===== config.mk =====
export PLATFORM = sky130hd
export DESIGN_NAME = dtc_timer
export DESIGN_NICKNAME = d
export VERILOG_FILES = /design/src/shared/dtc_pkg.sv /design/src/rtl/dtc_timer.sv
export SDC_FILE = /design/constraint.sdc
export NUM_CORES = 1
export LEC_CHECK = 0
export CORE_ASPECT_RATIO = 1.4
export CORE_MARGIN = 10
export CORE_UTILIZATION = 49
export DETAILED_ROUTE_END_ITERATION = 16
export DONT_BUFFER_PORTS = 1
export GPL_TIMING_DRIVEN = 0
export PLACE_DENSITY_LB_ADDON = 0.25
export SLEW_MARGIN = 20
export SYNTH_ARGS = -nofsm -noshare
export SYNTH_HDL_FRONTEND = slang
export SYNTH_SLANG_ARGS = --single-unit

===== constraint.sdc =====
create_clock -name clk -period 3.95 [get_ports clk]
set_input_delay 0.79 -clock clk [delete_from_list [all_inputs] [get_ports clk]]
set_output_delay 0.79 -clock clk [all_outputs]
set_load 0.03 [all_outputs]

===== src/shared/dtc_pkg.sv =====
// Package of register offsets, field positions and reset values for the dual timer.
package dtc_pkg;
    localparam logic [7:0]  OFS_CFG      = 8'h00;
    localparam logic [7:0]  OFS_AMODE    = 8'h04;
    localparam logic [7:0]  OFS_BMODE    = 8'h08;
    localparam logic [7:0]  OFS_CTL      = 8'h0c;
    localparam logic [7:0]  OFS_IEN_SET  = 8'h10;
    localparam logic [7:0]  OFS_IEN_CLR  = 8'h14;
    localparam logic [7:0]  OFS_IMASK    = 8'h18;
    localparam logic [7:0]  OFS_RAW      = 8'h1c;
    localparam logic [7:0]  OFS_MSC      = 8'h20;
    localparam logic [7:0]  OFS_ARELOAD  = 8'h28;
    localparam logic [7:0]  OFS_BRELOAD  = 8'h2c;
    localparam logic [7:0]  OFS_ACMP     = 8'h30;
    localparam logic [7:0]  OFS_BCMP     = 8'h34;
    localparam logic [7:0]  OFS_ADIV     = 8'h38;
    localparam logic [7:0]  OFS_BDIV     = 8'h3c;
    localparam logic [7:0]  OFS_DEBOUNCE = 8'h40;
    localparam logic [7:0]  OFS_ACOUNT   = 8'h48;
    localparam logic [7:0]  OFS_BCOUNT   = 8'h4c;

    localparam logic [2:0]  CFG_CAPTURE  = 3'h6;
    localparam logic [2:0]  CFG_PWM      = 3'h7;
    localparam logic [1:0]  MODE_TRI     = 2'h0;
    localparam logic [1:0]  MODE_DOWN    = 2'h2;
    localparam logic [1:0]  MODE_CAPTURE = 2'h3;
    localparam logic [1:0]  EVT_RISE     = 2'h0;
    localparam logic [1:0]  EVT_FALL     = 2'h1;
    localparam logic [1:0]  EVT_BOTH     = 2'h3;

    // Mode register fields.
    localparam int          MR_AMS       = 3;
    localparam int          MR_CMS       = 2;
    // Control register fields, per timer n: base 0 for A, 8 for B.
    localparam int          CTL_EN       = 0;
    localparam int          CTL_EVT      = 2;
    localparam int          CTL_INV      = 6;
    localparam int          CTL_B_BASE   = 8;
    // Interrupt bits: timeout, count match, capture event; A at 0, B at 8.
    localparam int          IRQ_TO       = 0;
    localparam int          IRQ_CM       = 1;
    localparam int          IRQ_CE       = 2;
    localparam int          IRQ_B_BASE   = 8;
    // Debounce: bit 0 enables, bits 4..1 give the stable-count length.
    localparam int          DBC_EN       = 0;

    localparam logic [31:0] RST_RELOAD   = 32'hffff_ffff;
    localparam logic [31:0] RST_COUNT    = 32'hffff_ffff;
    localparam logic [31:0] RST_CMP      = 32'h0000_ffff;
    localparam logic [31:0] RST_DIV      = 32'h0000_ffff;
    localparam logic [31:0] RST_ZERO     = 32'h0000_0000;
endpackage


===== src/rtl/dtc_timer.sv =====
// Dual 16-bit capture and PWM timer with a classic Wishbone register slave.
`timescale 1ns/100ps
`default_nettype none
module dtc_timer (
    input  wire logic        clk,
    input  wire logic        reset_n,
    input  wire logic        wb_cyc_i,
    input  wire logic        wb_stb_i,
    input  wire logic        wb_we_i,
    input  wire logic [7:0]  wb_adr_i,
    input  wire logic [3:0]  wb_sel_i,
    input  wire logic [31:0] wb_dat_i,
    output logic      [31:0] wb_dat_o,
    output logic             wb_ack_o,
    input  wire logic [1:0]  cap_in,
    output logic      [1:0]  pwm_out,
    output logic             irq
);
    // ========================================================================
    // Register storage.
    logic [2:0]  cfg_r;
    logic [3:0]  mode_r   [2];
    logic [15:0] ctl_r;
    logic [15:0] imask_r;
    logic [15:0] raw_r;
    logic [31:0] reload_r [2];
    logic [31:0] cmp_r    [2];
    logic [31:0] div_r    [2];
    logic [31:0] dbc_r;
    logic [31:0] count_r  [2];
    logic [15:0] cnt_r    [2];
    logic [1:0]  run_r;
    logic [1:0]  up_r;
    logic [1:0]  pwm_r;
    logic [15:0] evt_left_r [2];
    logic [31:0] rdata_r;
    logic        ack_r;
    logic        irq_r;
    logic [1:0]  run_done;

    // ========================================================================
    // Bus decode.
    function automatic logic [31:0] wmask(input logic [31:0] old,
                                          input logic [31:0] nw,
                                          input logic [3:0]  sel);
        logic [31:0] m;
        m = {{8{sel[3]}}, {8{sel[2]}}, {8{sel[1]}}, {8{sel[0]}}};
        return (old & ~m) | (nw & m);
    endfunction

    wire        req      = wb_cyc_i & wb_stb_i & ~ack_r;
    wire        wr       = req & wb_we_i;
    wire        wr_cfg   = wr && wb_adr_i == dtc_pkg::OFS_CFG;
    wire        wr_amode = wr && wb_adr_i == dtc_pkg::OFS_AMODE;
    wire        wr_bmode = wr && wb_adr_i == dtc_pkg::OFS_BMODE;
    wire        wr_ctl   = wr && wb_adr_i == dtc_pkg::OFS_CTL;
    wire        wr_iset  = wr && wb_adr_i == dtc_pkg::OFS_IEN_SET;
    wire        wr_iclr  = wr && wb_adr_i == dtc_pkg::OFS_IEN_CLR;
    wire        wr_msc   = wr && wb_adr_i == dtc_pkg::OFS_MSC;
    wire        wr_dbc   = wr && wb_adr_i == dtc_pkg::OFS_DEBOUNCE;
    wire [1:0]  wr_rel   = {wr && wb_adr_i == dtc_pkg::OFS_BRELOAD,
                            wr && wb_adr_i == dtc_pkg::OFS_ARELOAD};
    wire [1:0]  wr_cmp   = {wr && wb_adr_i == dtc_pkg::OFS_BCMP,
                            wr && wb_adr_i == dtc_pkg::OFS_ACMP};
    wire [1:0]  wr_div   = {wr && wb_adr_i == dtc_pkg::OFS_BDIV,
                            wr && wb_adr_i == dtc_pkg::OFS_ADIV};
    wire [31:0] wd_low   = wmask(32'h0000_0000, wb_dat_i, wb_sel_i);
    wire [31:0] ctl_wd   = wmask({16'h0000, ctl_r}, wb_dat_i, wb_sel_i);
    wire [15:0] masked   = raw_r & imask_r;

    logic [31:0] rd_mux;
    always_comb begin
        case (wb_adr_i)
            dtc_pkg::OFS_CFG:      rd_mux = {29'h0000_0000, cfg_r};
            dtc_pkg::OFS_AMODE:    rd_mux = {28'h000_0000, mode_r[0]};
            dtc_pkg::OFS_BMODE:    rd_mux = {28'h000_0000, mode_r[1]};
            dtc_pkg::OFS_CTL:      rd_mux = {16'h0000, ctl_r};
            dtc_pkg::OFS_IMASK:    rd_mux = {16'h0000, imask_r};
            dtc_pkg::OFS_RAW:      rd_mux = {16'h0000, raw_r};
            dtc_pkg::OFS_MSC:      rd_mux = {16'h0000, masked};
            dtc_pkg::OFS_ARELOAD:  rd_mux = reload_r[0];
            dtc_pkg::OFS_BRELOAD:  rd_mux = reload_r[1];
            dtc_pkg::OFS_ACMP:     rd_mux = cmp_r[0];
            dtc_pkg::OFS_BCMP:     rd_mux = cmp_r[1];
            dtc_pkg::OFS_ADIV:     rd_mux = div_r[0];
            dtc_pkg::OFS_BDIV:     rd_mux = div_r[1];
            dtc_pkg::OFS_DEBOUNCE: rd_mux = dbc_r;
            dtc_pkg::OFS_ACOUNT:   rd_mux = count_r[0];
            dtc_pkg::OFS_BCOUNT:   rd_mux = count_r[1];
            default:               rd_mux = 32'h0000_0000;
        endcase
    end

    always_ff @(posedge clk or negedge reset_n) begin
        if (!reset_n) begin
            ack_r   <= 1'b0;
            rdata_r <= 32'h0000_0000;
        end else begin
            ack_r   <= req;
            rdata_r <= rd_mux;
        end
    end

    always_ff @(posedge clk or negedge reset_n) begin
        if (!reset_n) begin
            cfg_r   <= 3'h0;
            ctl_r   <= 16'h0000;
            imask_r <= 16'h0000;
            dbc_r   <= dtc_pkg::RST_ZERO;
        end else begin
            if (wr_cfg)
                cfg_r <= wd_low[2:0];
            ctl_r <= (wr_ctl ? ctl_wd[15:0] : ctl_r)
                     & ~{7'h00, run_done[1], 7'h00, run_done[0]};
            if (wr_iset | wr_iclr)
                imask_r <= (imask_r | (wr_iset ? wd_low[15:0] : 16'h0000))
                         & ~(wr_iclr ? wd_low[15:0] : 16'h0000);
            if (wr_dbc)
                dbc_r <= wmask(dbc_r, wb_dat_i, wb_sel_i);
        end
    end

    // ========================================================================
    // Per-timer logic.
    logic [15:0] raw_set;
    wire         cap_mode = cfg_r == dtc_pkg::CFG_CAPTURE;
    wire         pwm_mode = cfg_r == dtc_pkg::CFG_PWM;

    genvar n;
    generate
        for (n = 0; n < 2; n++) begin : g_tmr
            localparam int CB = n * dtc_pkg::CTL_B_BASE;
            localparam int IB = n * dtc_pkg::IRQ_B_BASE;
            logic       s1_r, s2_r, s3_r, filt_r;
            logic [3:0] stab_r;
            wire        en   = ctl_r[CB + dtc_pkg::CTL_EN];
            wire [1:0]  evt  = ctl_r[CB + dtc_pkg::CTL_EVT +: 2];
            wire        inv  = ctl_r[CB + dtc_pkg::CTL_INV];
            wire        alternate_mode_select  = mode_r[n][dtc_pkg::MR_AMS];
            wire        cms  = mode_r[n][dtc_pkg::MR_CMS];
            wire [1:0]  md   = mode_r[n][1:0];
            wire        capm = cap_mode && !alternate_mode_select
                               && md == dtc_pkg::MODE_CAPTURE;
            wire        ecnt = capm && !cms;
            wire        etim = capm && cms;
            wire        pgen = pwm_mode && alternate_mode_select && !cms
                               && (md == dtc_pkg::MODE_TRI
                                   || md == dtc_pkg::MODE_DOWN);
            // Debounce holds the sampled level until it stays stable.
            wire        dben = dbc_r[dtc_pkg::DBC_EN];
            wire        stbl = s2_r == s3_r;
            wire        dbok = !dben || stab_r == dbc_r[4:1];
            wire        rise = !filt_r && s3_r && stbl && dbok;
            wire        fall = filt_r && !s3_r && stbl && dbok;
            wire        edg  = (evt == dtc_pkg::EVT_RISE && rise)
                               || (evt == dtc_pkg::EVT_FALL && fall)
                               || (evt == dtc_pkg::EVT_BOTH
                                   && (rise || fall));
            wire        go   = en && run_r[n];
            wire [15:0] rl   = reload_r[n][15:0];
            wire [15:0] cv   = cmp_r[n][15:0];
            wire        last = evt_left_r[n] == 16'h0001;
            assign run_done[n] = go && ecnt && edg && last;
            assign raw_set[IB + dtc_pkg::IRQ_CM] = run_done[n];
            assign raw_set[IB + dtc_pkg::IRQ_CE] = go && etim && edg;
            assign raw_set[IB + dtc_pkg::IRQ_TO] = go && etim
                && evt == dtc_pkg::EVT_BOTH
                && (rise || cnt_r[n] == 16'h0000);
            if (n == 0) begin : g_pad
                assign raw_set[7:3] = 5'h00;
            end else begin : g_padb
                assign raw_set[15:11] = 5'h00;
            end

            always_ff @(posedge clk or negedge reset_n) begin
                if (!reset_n) begin
                    s1_r <= 1'b0;
                    s2_r <= 1'b0;
                    s3_r <= 1'b0;
                    filt_r <= 1'b0;
                    stab_r <= 4'h0;
                end else begin
                    s1_r <= cap_in[n];
                    s2_r <= s1_r;
                    s3_r <= s2_r;
                    stab_r <= (stbl && s3_r != filt_r && !dbok)
                              ? stab_r + 4'h1 : 4'h0;
                    if (stbl && dbok)
                        filt_r <= s3_r;
                end
            end

            always_ff @(posedge clk or negedge reset_n) begin
                if (!reset_n) begin
                    mode_r[n]     <= 4'h0;
                    reload_r[n]   <= dtc_pkg::RST_RELOAD;
                    cmp_r[n]      <= dtc_pkg::RST_CMP;
                    div_r[n]      <= dtc_pkg::RST_DIV;
                    count_r[n]    <= dtc_pkg::RST_COUNT;
                    cnt_r[n]      <= 16'hffff;
                    evt_left_r[n] <= 16'h0000;
                    run_r[n]      <= 1'b0;
                    up_r[n]       <= 1'b0;
                    pwm_r[n]      <= 1'b0;
                end else begin
                    if ((n == 0 && wr_amode) || (n == 1 && wr_bmode))
                        mode_r[n] <= wd_low[3:0];
                    if (wr_rel[n])
                        reload_r[n] <= wmask(reload_r[n], wb_dat_i,
                                             wb_sel_i);
                    if (wr_cmp[n])
                        cmp_r[n] <= wmask(cmp_r[n], wb_dat_i, wb_sel_i);
                    if (wr_div[n])
                        div_r[n] <= wmask(div_r[n], wb_dat_i, wb_sel_i);
                    if (!en) begin
                        run_r[n]      <= 1'b1;
                        cnt_r[n]      <= rl;
                        evt_left_r[n] <= cv;
                        up_r[n]       <= 1'b0;
                        pwm_r[n]      <= 1'b0;
                    end else if (run_r[n]) begin
                        if (ecnt && edg) begin
                            cnt_r[n]      <= cnt_r[n] - 16'h0001;
                            evt_left_r[n] <= evt_left_r[n] - 16'h0001;
                            count_r[n]    <= {16'h0000, cnt_r[n] - 16'h0001};
                            if (last)
                                run_r[n] <= 1'b0;
                        end else if (etim) begin
                            cnt_r[n] <= (cnt_r[n] == 16'h0000
                                         || (evt == dtc_pkg::EVT_BOTH
                                             && rise))
                                        ? rl : cnt_r[n] - 16'h0001;
                            if (edg && evt == dtc_pkg::EVT_BOTH) begin
                                if (rise)
                                    count_r[n][14:0] <= cnt_r[n][14:0];
                                else
                                    count_r[n][30:16] <= cnt_r[n][14:0];
                            end else if (edg)
                                count_r[n] <= {16'h0000, cnt_r[n]};
                        end else if (pgen) begin
                            if (md == dtc_pkg::MODE_DOWN || !up_r[n])
                                cnt_r[n] <= (cnt_r[n] == 16'h0000)
                                    ? (md == dtc_pkg::MODE_DOWN
                                       ? rl : 16'h0001)
                                    : cnt_r[n] - 16'h0001;
                            else
                                cnt_r[n] <= (cnt_r[n] >= rl)
                                    ? cnt_r[n] - 16'h0001
                                    : cnt_r[n] + 16'h0001;
                            if (md == dtc_pkg::MODE_TRI
                                && cnt_r[n] == 16'h0000)
                                up_r[n] <= 1'b1;
                            else if (cnt_r[n] >= rl)
                                up_r[n] <= 1'b0;
                            count_r[n] <= {16'h0000, cnt_r[n]};
                            if (cnt_r[n] == rl)
                                pwm_r[n] <= 1'b1;
                            else if (cnt_r[n] == cv)
                                pwm_r[n] <= 1'b0;
                        end
                    end
                end
            end

            always_ff @(posedge clk or negedge reset_n) begin
                if (!reset_n)
                    pwm_out[n] <= 1'b0;
                else
                    pwm_out[n] <= (pgen && en) ? pwm_r[n] ^ inv : inv;
            end

            a_match_stops: assert property (@(posedge clk) disable iff (!reset_n)
                run_done[n] |=> !ctl_r[CB] && raw_r[IB + 1])
                else $error("edge count did not stop on match");
            a_pwm_no_status: assert property (@(posedge clk) disable iff (!reset_n)
                pgen |-> raw_set[IB +: 3] == 3'b000)
                else $error("pwm mode raised a status bit");
            a_etime_latch: assert property (@(posedge clk) disable iff (!reset_n)
                (go && etim && edg && evt != dtc_pkg::EVT_BOTH)
                |=> count_r[n][15:0] == $past(cnt_r[n]))
                else $error("edge time not latched");
            a_pwm_invert: assert property (@(posedge clk) disable iff (!reset_n)
                !en |=> pwm_out[n] == $past(inv))
                else $error("idle pwm level ignores polarity");
            c_pwm_high: cover property (@(posedge clk) pgen && pwm_r[n]);
            c_match: cover property (@(posedge clk) run_done[n]);
            a_debounce_hold: assert property (
                @(posedge clk) disable iff (!reset_n)
                (dben && !dbok) |=> filt_r == $past(filt_r))
                else $error("debounce let an unsteady level through");
            a_tri_turn: assert property (
                @(posedge clk) disable iff (!reset_n)
                (go && pgen && md == dtc_pkg::MODE_TRI
                 && cnt_r[n] == 16'h0000)
                |=> (cnt_r[n] == 16'h0001 && up_r[n]))
                else $error("triangle count did not turn at zero");
            a_pwm_set: assert property (
                @(posedge clk) disable iff (!reset_n)
                (go && pgen && cnt_r[n] == rl) |=> pwm_r[n])
                else $error("pwm did not assert at reload");
            a_detect_rise: assert property (
                @(posedge clk) disable iff (!reset_n)
                (go && etim && evt == dtc_pkg::EVT_BOTH && rise)
                |=> (count_r[n][14:0] == $past(cnt_r[n][14:0])
                     && cnt_r[n] == $past(rl)))
                else $error("rising edge capture or reload missed");
            c_tri_turn: cover property (@(posedge clk) pgen && up_r[n]);
        end
    endgenerate

    // ========================================================================
    // Status and interrupt.
    always_ff @(posedge clk or negedge reset_n) begin
        if (!reset_n) begin
            raw_r <= 16'h0000;
            irq_r <= 1'b0;
        end else begin
            raw_r <= (raw_r & ~(wr_msc ? wd_low[15:0] : 16'h0000))
                     | raw_set;
            irq_r <= |masked;
        end
    end

    assign wb_ack_o = ack_r;
    assign wb_dat_o = rdata_r;
    assign irq      = irq_r;

    a_clear_match: assert property (@(posedge clk) disable iff (!reset_n)
        (wr_msc && wd_low[dtc_pkg::IRQ_CM] && !raw_set[dtc_pkg::IRQ_CM])
        |=> !raw_r[dtc_pkg::IRQ_CM])
        else $error("match flag not cleared");
    a_set_wins: assert property (@(posedge clk) disable iff (!reset_n)
        raw_set[dtc_pkg::IRQ_CE] |=> raw_r[dtc_pkg::IRQ_CE])
        else $error("capture event flag lost");
    a_irq_follows: assert property (@(posedge clk) disable iff (!reset_n)
        (raw_r[dtc_pkg::IRQ_CM] && imask_r[dtc_pkg::IRQ_CM]) |=> irq)
        else $error("enabled match did not interrupt");
    a_mask_update: assert property (@(posedge clk) disable iff (!reset_n)
        (wr_iset && wd_low[dtc_pkg::IRQ_TO] && !wr_iclr)
        |=> imask_r[dtc_pkg::IRQ_TO])
        else $error("enable set not visible");
    a_ack_once: assert property (@(posedge clk) disable iff (!reset_n)
        wb_ack_o |=> !wb_ack_o)
        else $error("ack longer than one cycle");
    c_capture_cfg: cover property (@(posedge clk) cap_mode && irq);
    c_bus_read: cover property (@(posedge clk) wb_ack_o && !wb_we_i);
endmodule
`default_nettype wire


* Word-level counts from Yosys, hierarchy flattened
Cells that the tools add are included.
** Storage, ports and cells
- Logic and storage cells :: 375
- Bits in registers :: 469
- Output and inout bits :: 36
** Operators by class
- Reductions and logical operators :: 131
- Bitwise operators :: 34
- Magnitude comparators :: 2
- Eq/ne operators :: 65
- $add $sub $neg :: 8
- Multiplexer cells :: 91
** Operators by type and width (count)
- $pmux W32 S16 :: 1
- $mux W16 :: 30
- $and A32 B32 Y32 :: 8
- $mux W32 :: 8
- $or A32 B32 Y32 :: 7
- $mux W15 :: 8
- $and A16 B16 Y16 :: 5
- $logic_and A1 B1 Y1 :: 78
- $eq A16 B16 Y1 :: 4
- $sub A16 B1 Y16 const B :: 4
- $eq A8 B6 Y1 const B :: 7
- $reduce_and A5 Y1 :: 10
- $mux W1 :: 42
- $add A16 B1 Y16 const B :: 2
- $eq A16 B1 Y1 const B :: 2
- $eq A8 B5 Y1 const B :: 4
- $ge A16 B16 Y1 :: 2
- $logic_not A16 Y1 :: 2
- $not A16 Y16 :: 2
- $not A32 Y32 :: 1
- $or A16 B16 Y16 :: 2
- $eq A8 B7 Y1 const B :: 3
- $ne A3 B1 Y1 const B :: 6
- $eq A8 B4 Y1 const B :: 2
- 27 further kinds :: 91

* Logic depth before layout (Yosys ltp)
- Depth in word-level cells :: 11
- Mapped depth :: 13
- Mapped depth without buffers :: 10

* Least setup slack after synthesis
Ideal clock, no wire load.
- Path type :: register -> register
- From :: register cnt_r[16] in the netlist's numbering
- To :: register cnt_r[22] in the netlist's numbering
- Path buffers :: 3
- Arrival :: 3.216 ns
- Path slack :: 0.657 ns
- Data required time :: 3.873 ns
- Library setup time :: 0.077 ns
- Cell stages (with the launch flop) :: 13
- Clock period less this slack :: 3.293 ns
- Cell sequence :: dfstp_2 -> clkbuf_1 -> inv_1 -> ha_1 -> nand2b_1 -> a221o_1 -> a221oi_1 -> nand2_1 -> clkbuf_1 -> buf_2 -> a211oi_1 -> o22ai_1 -> a31oi_1
** Between the ends
- Longest elaborated chain between the ends :: 8
** Ends and longest elaborated chain
- from (decl) :: line dtc_timer.sv:31 : logic [15:0] cnt_r [2];
- from (signal, indexed assignment) :: line dtc_timer.sv:217 : cnt_r[n] <= rl;
- from (signal, indexed assignment) :: line dtc_timer.sv:223 : cnt_r[n] <= cnt_r[n] - 16'h0001;
- from (signal, indexed assignment) :: line dtc_timer.sv:229 : cnt_r[n] <= (cnt_r[n] == 16'h0000
- $add A16 B1 Y16 (tied with other cells) :: line dtc_timer.sv:249 : : cnt_r[n] + 16'h0001;
- $mux W16, on equally long branches :: line dtc_timer.sv:248, dtc_timer.sv:243
- $mux W16 :: line dtc_timer.sv:241 : if (md == dtc_pkg::MODE_DOWN || !up_r[n])
- $mux W16 :: line dtc_timer.sv:240 : end else if (pgen) begin
- $mux W16 :: line dtc_timer.sv:228 : end else if (etim) begin
- $mux W16 (*) :: line dtc_timer.sv:222 : if (ecnt && edg) begin
- $mux W16 (*) :: line dtc_timer.sv:221 : end else if (run_r[n]) begin
- $mux W16 (*) :: line dtc_timer.sv:215 : if (!en) begin
Every way passes the cells marked *; elsewhere a longest branch is shown, timed or not. The select of a mux whose other input is x is not followed.
A chain may end at the register's enable or synchronous reset.

==> results list <==
* Die Ht: 289 µm
- Number of max-cap violations: 0
* Number of port buffers: 0
* Critical path class: flip-flop to flip-flop
* Leakage power: 12.0 nW
- Fraction of final layout cells sized beyond drive strength 1: 24.4%
* Fin crit period: 3870 ps
- Number of endpoints failing setup at the final stage: 0
* Cell count after placement: 3066
- After the last flow step, the layout net total stands at 2566.
- Detailed placement finished with a half-perimeter wire length of 78100 µm.
* Register-to-Register Setup Slack: 80 ps
- In the routed design, unresolved DRC markers number 0.
- Root cell of the clock tree: clkbuf_16
- The total count of hold-check failures in the final report is 0.
- Maximum VDD drop: 0.319 mV
* Vias: 21400
- Post-Synthesis Mean Instance Area: 10.4 µm²
* Critical-path cell with the highest stage delay: or4_4
- When the netlist entered floorplanning its net count stood at 2514.
* Global-route congestion overflow total: 0
* Highest net fanout along the worst path: 10
- CTS built an H-tree with a depth of 2.
- Capturing element type of the critical path: flip-flop
- In this run the critical register-to-register path is captured at cnt_r[12].
- Excluding fillers, the count of instances in the completed layout stands at 3160.
* Area fraction of the dominant cell type after synthesis: 24.3%
* Worst min path class: input pin to asynchronous set/reset pin
- The first global-routing pass estimated 150000 µm of wire.
- In this run the power density over the cells is 379 nW/µm².
* Worst setup margin: 79.8 ps
- In the synthesized netlist the dominant register cell turns out to be dfrtp_1.
- Yosys printed 0 warnings.
- Global routing used 33.8% of the available tracks.
- CP Data Arrival Time: 4340 ps
- Critical Path Max Stage Delay: 650 ps
* Total number of placement rows: 98
* Clock buffers created by TritonCTS: 48
* Io pins: 87
* Largest net degree at the start of global routing: 470
- Worst-path cell chain: inv_1 > ha_1 > nand4_1 > or4_4 > o32a_1 > and2_1 > buf_2 > mux2i_1 > xnor2_1 > a311oi_1 > o22ai_2
- Once the floorplan was initialized, standard cells occupied 49.5% of the core.
- The flow ran to the end, and the final reports show no timing, DRC or antenna violations.
- In this run the remaining antenna-violating nets after routing total 0.
- The number of max-slew violations in the final report came to 0.
- Full die area: 61100 µm²
- Post-CTS clock slew at the launch and capture registers of the worst setup and hold paths: 70 ps
- Clock latency on the worst-skew pair, taken at its later pin, is 610 ps.
- Crit path launch type: flip-flop
* Total routed wirelength: 106000 µm
- Final clock period utilization by the worst path: 98.0%
* Cell depth of the worst flop-to-flop path: 11
- The layout has 4477 filler cells.
- Yosys attributes the largest share of cell area to dfrtp_1, dfstp_2, mux2_2, nor2_1, a21oi_1.
- Summing the sequential cell areas from Yosys gives 47.6% of the chip area.
- WP data required: 4420 ps
* Pin slew with the least headroom to its limit: 1180 ps
- After floorplanning, the core was sized to cover 51000 µm².
- CTS tree: done
- Post-synthesis instance area: 25200 µm²
* Unique masters post-synth: 81
* Most common cell after layout, fill and taps aside: dfrtp_1
- For this run, the detailed router's first-pass iteration total came to 7.
- Max frequency: 258 MHz
- In this run the tightest slew margin relative to its limit is 20.9%.
* Drt first-iter violations: 2162
- Number of vias per cell after detailed routing: 6.79
- Clock skew on the completed layout was measured at 22.3 ps.
- Global placement routability congestion: 1.06
- The via count of the first global-routing pass is 21500.
- EDFF count, synth: 0
- In the final routed layout, each cell accounts on average for 33.4 µm.
* Worst-case setup slack after placement: -909 ps
- In this run the horizontal extent of the chip is 212 µm.
- Number of buffers on the longest clock path: 3
* Leading cell types in the layout, fill and taps excluded: dfrtp_1, mux2_2, dfstp_2
- Synthesis produced a netlist whose cell count is 2415.
- dfrtp_1 takes more of the synthesized area than any other cell.
- Number of gates on the worst path with buffers counted: 11
* Family with the most delay on the worst path: simple AND/OR/NAND/NOR gates
- Asr flop ratio synth: 100%
- CP Capture Point: cnt_r[12]
- Clock tree sinks: 469
* RSZ-0062 raised after global routing: no
* Layout Area Growth over Synthesis: 10.7%
* Synthesis-stage register bit count: 469
* Number of antenna violations at the first check in global routing: 1
- Number of buffer and inverter stages on the critical path: 2
## routing by layer
metal	vias to the layer above	wire (µm)	global-route usage, %
li1	9067	-	-
met1	10800	36800	36.6
met2	1175	51300	57.0
met3	440	7040	5.53
met4	0	10300	28.7
met5	-	0	0
## through the flow
stage	setup TNS, ps	hold WS [ps]	area (µm²)	power (mW)	utilization (%)
CTS	0	-115	27800	10.5	54.5
global route	0	51.2	27900	10.9	54.7
global placement	-31950	333	26100	5.71	51.1
detailed placement	-17580	337	26100	5.72	51.1
floorplan	0	331	25200	5.45	-
finish	0	72.0	27900	10.6	54.7
## where the power goes
group | leakage (nW) | switching [mW] | internal (mW)
Sequential | 5.67 | 0.0450 | 4.86
Clock | 0.829 | 2.03 | 2.80
Combinational | 5.48 | 0.579 | 0.263
## what timing repair did
item	4_1_cts	5_1_grt
resized for setup	10	8
setup endpoints to repair	31	17
pin swaps	0	1
buffers inserted	0	1
endpoints found under the hold margin	245	99
## worst min path at each step
stage,startpoint,endpoint,slack (ps)
after floorplan,g_tmr[0].s1_r,g_tmr[0].s2_r,330
after global placement,g_tmr[0].s1_r,g_tmr[0].s2_r,330
after detailed placement,g_tmr[0].s1_r,g_tmr[0].s2_r,340
after CTS,reset_n,evt_left_r[25],-110
after global routing,reset_n,cnt_r[20],50
final,reset_n,cnt_r[20],70
## kinds of logic (layout without fill, tap and decap cells)
group / count (synthesis) / after routing / synth area share (%)
xor gates and xnor gates: 157 / 157 / 5.45
and+or+nand+nor: 630 / 630 / 11.9
buffers and inverters: 219 / 311 / 3.35
DFF: 469 / 469 / 47.6
adders and majority gates: 48 / 48 / 2.38
AOI/OAI and AO/OA: 630 / 630 / 17.7
muxes: 262 / 262 / 11.6
other: 0 / 3 / 0
## synthesized netlist by cell type, types with 7 or more instances
| master | count |
|---|---|
| dfstp_2 | 224 |
| mux2i_1 | 17 |
| a211oi_1 | 30 |
| mux2_2 | 244 |
| a22o_1 | 77 |
| nand4_1 | 26 |
| o21a_1 | 12 |
| or3_1 | 13 |
| o31ai_1 | 10 |
| a222oi_1 | 30 |
| o221ai_1 | 7 |
| or4_1 | 10 |
| dfrtp_1 | 245 |
| nand2b_1 | 8 |
| o311ai_0 | 10 |
| o21ai_0 | 70 |
| a221oi_1 | 53 |
| a31oi_1 | 45 |
| nand3b_1 | 7 |
| a21boi_0 | 10 |
| a22oi_1 | 46 |
| a21o_1 | 22 |
| nor4_1 | 23 |
| ha_1 | 48 |
| buf_1 | 15 |
| inv_1 | 54 |
| nand3_1 | 63 |
| a21oi_1 | 151 |
| xor2_1 | 72 |
| xnor2_1 | 85 |
| o22ai_1 | 14 |
| and3_1 | 28 |
| and2_1 | 10 |
| nor3_1 | 35 |
| nor2b_1 | 10 |
| nor2_1 | 203 |
| clkbuf_1 | 137 |
| nand2_1 | 166 |
| buf_2 | 9 |
## cell type report
type / instances / area [µm²] / area share, %
buffer: 161 / 633 / 2.27
inverter: 55 / 206 / 0.739
tap: 650 / 813 / 2.91
antenna: 3 / 7.51 / 0.0269
clock inverter: 18 / 185 / 0.663
multi-input combinational: 1727 / 12500 / 44.7
sequential: 469 / 12000 / 43.0
timing repair buffer: 5 / 108 / 0.385
clock buffer: 72 / 1480 / 5.31
(Power assumes the default switching activity.)
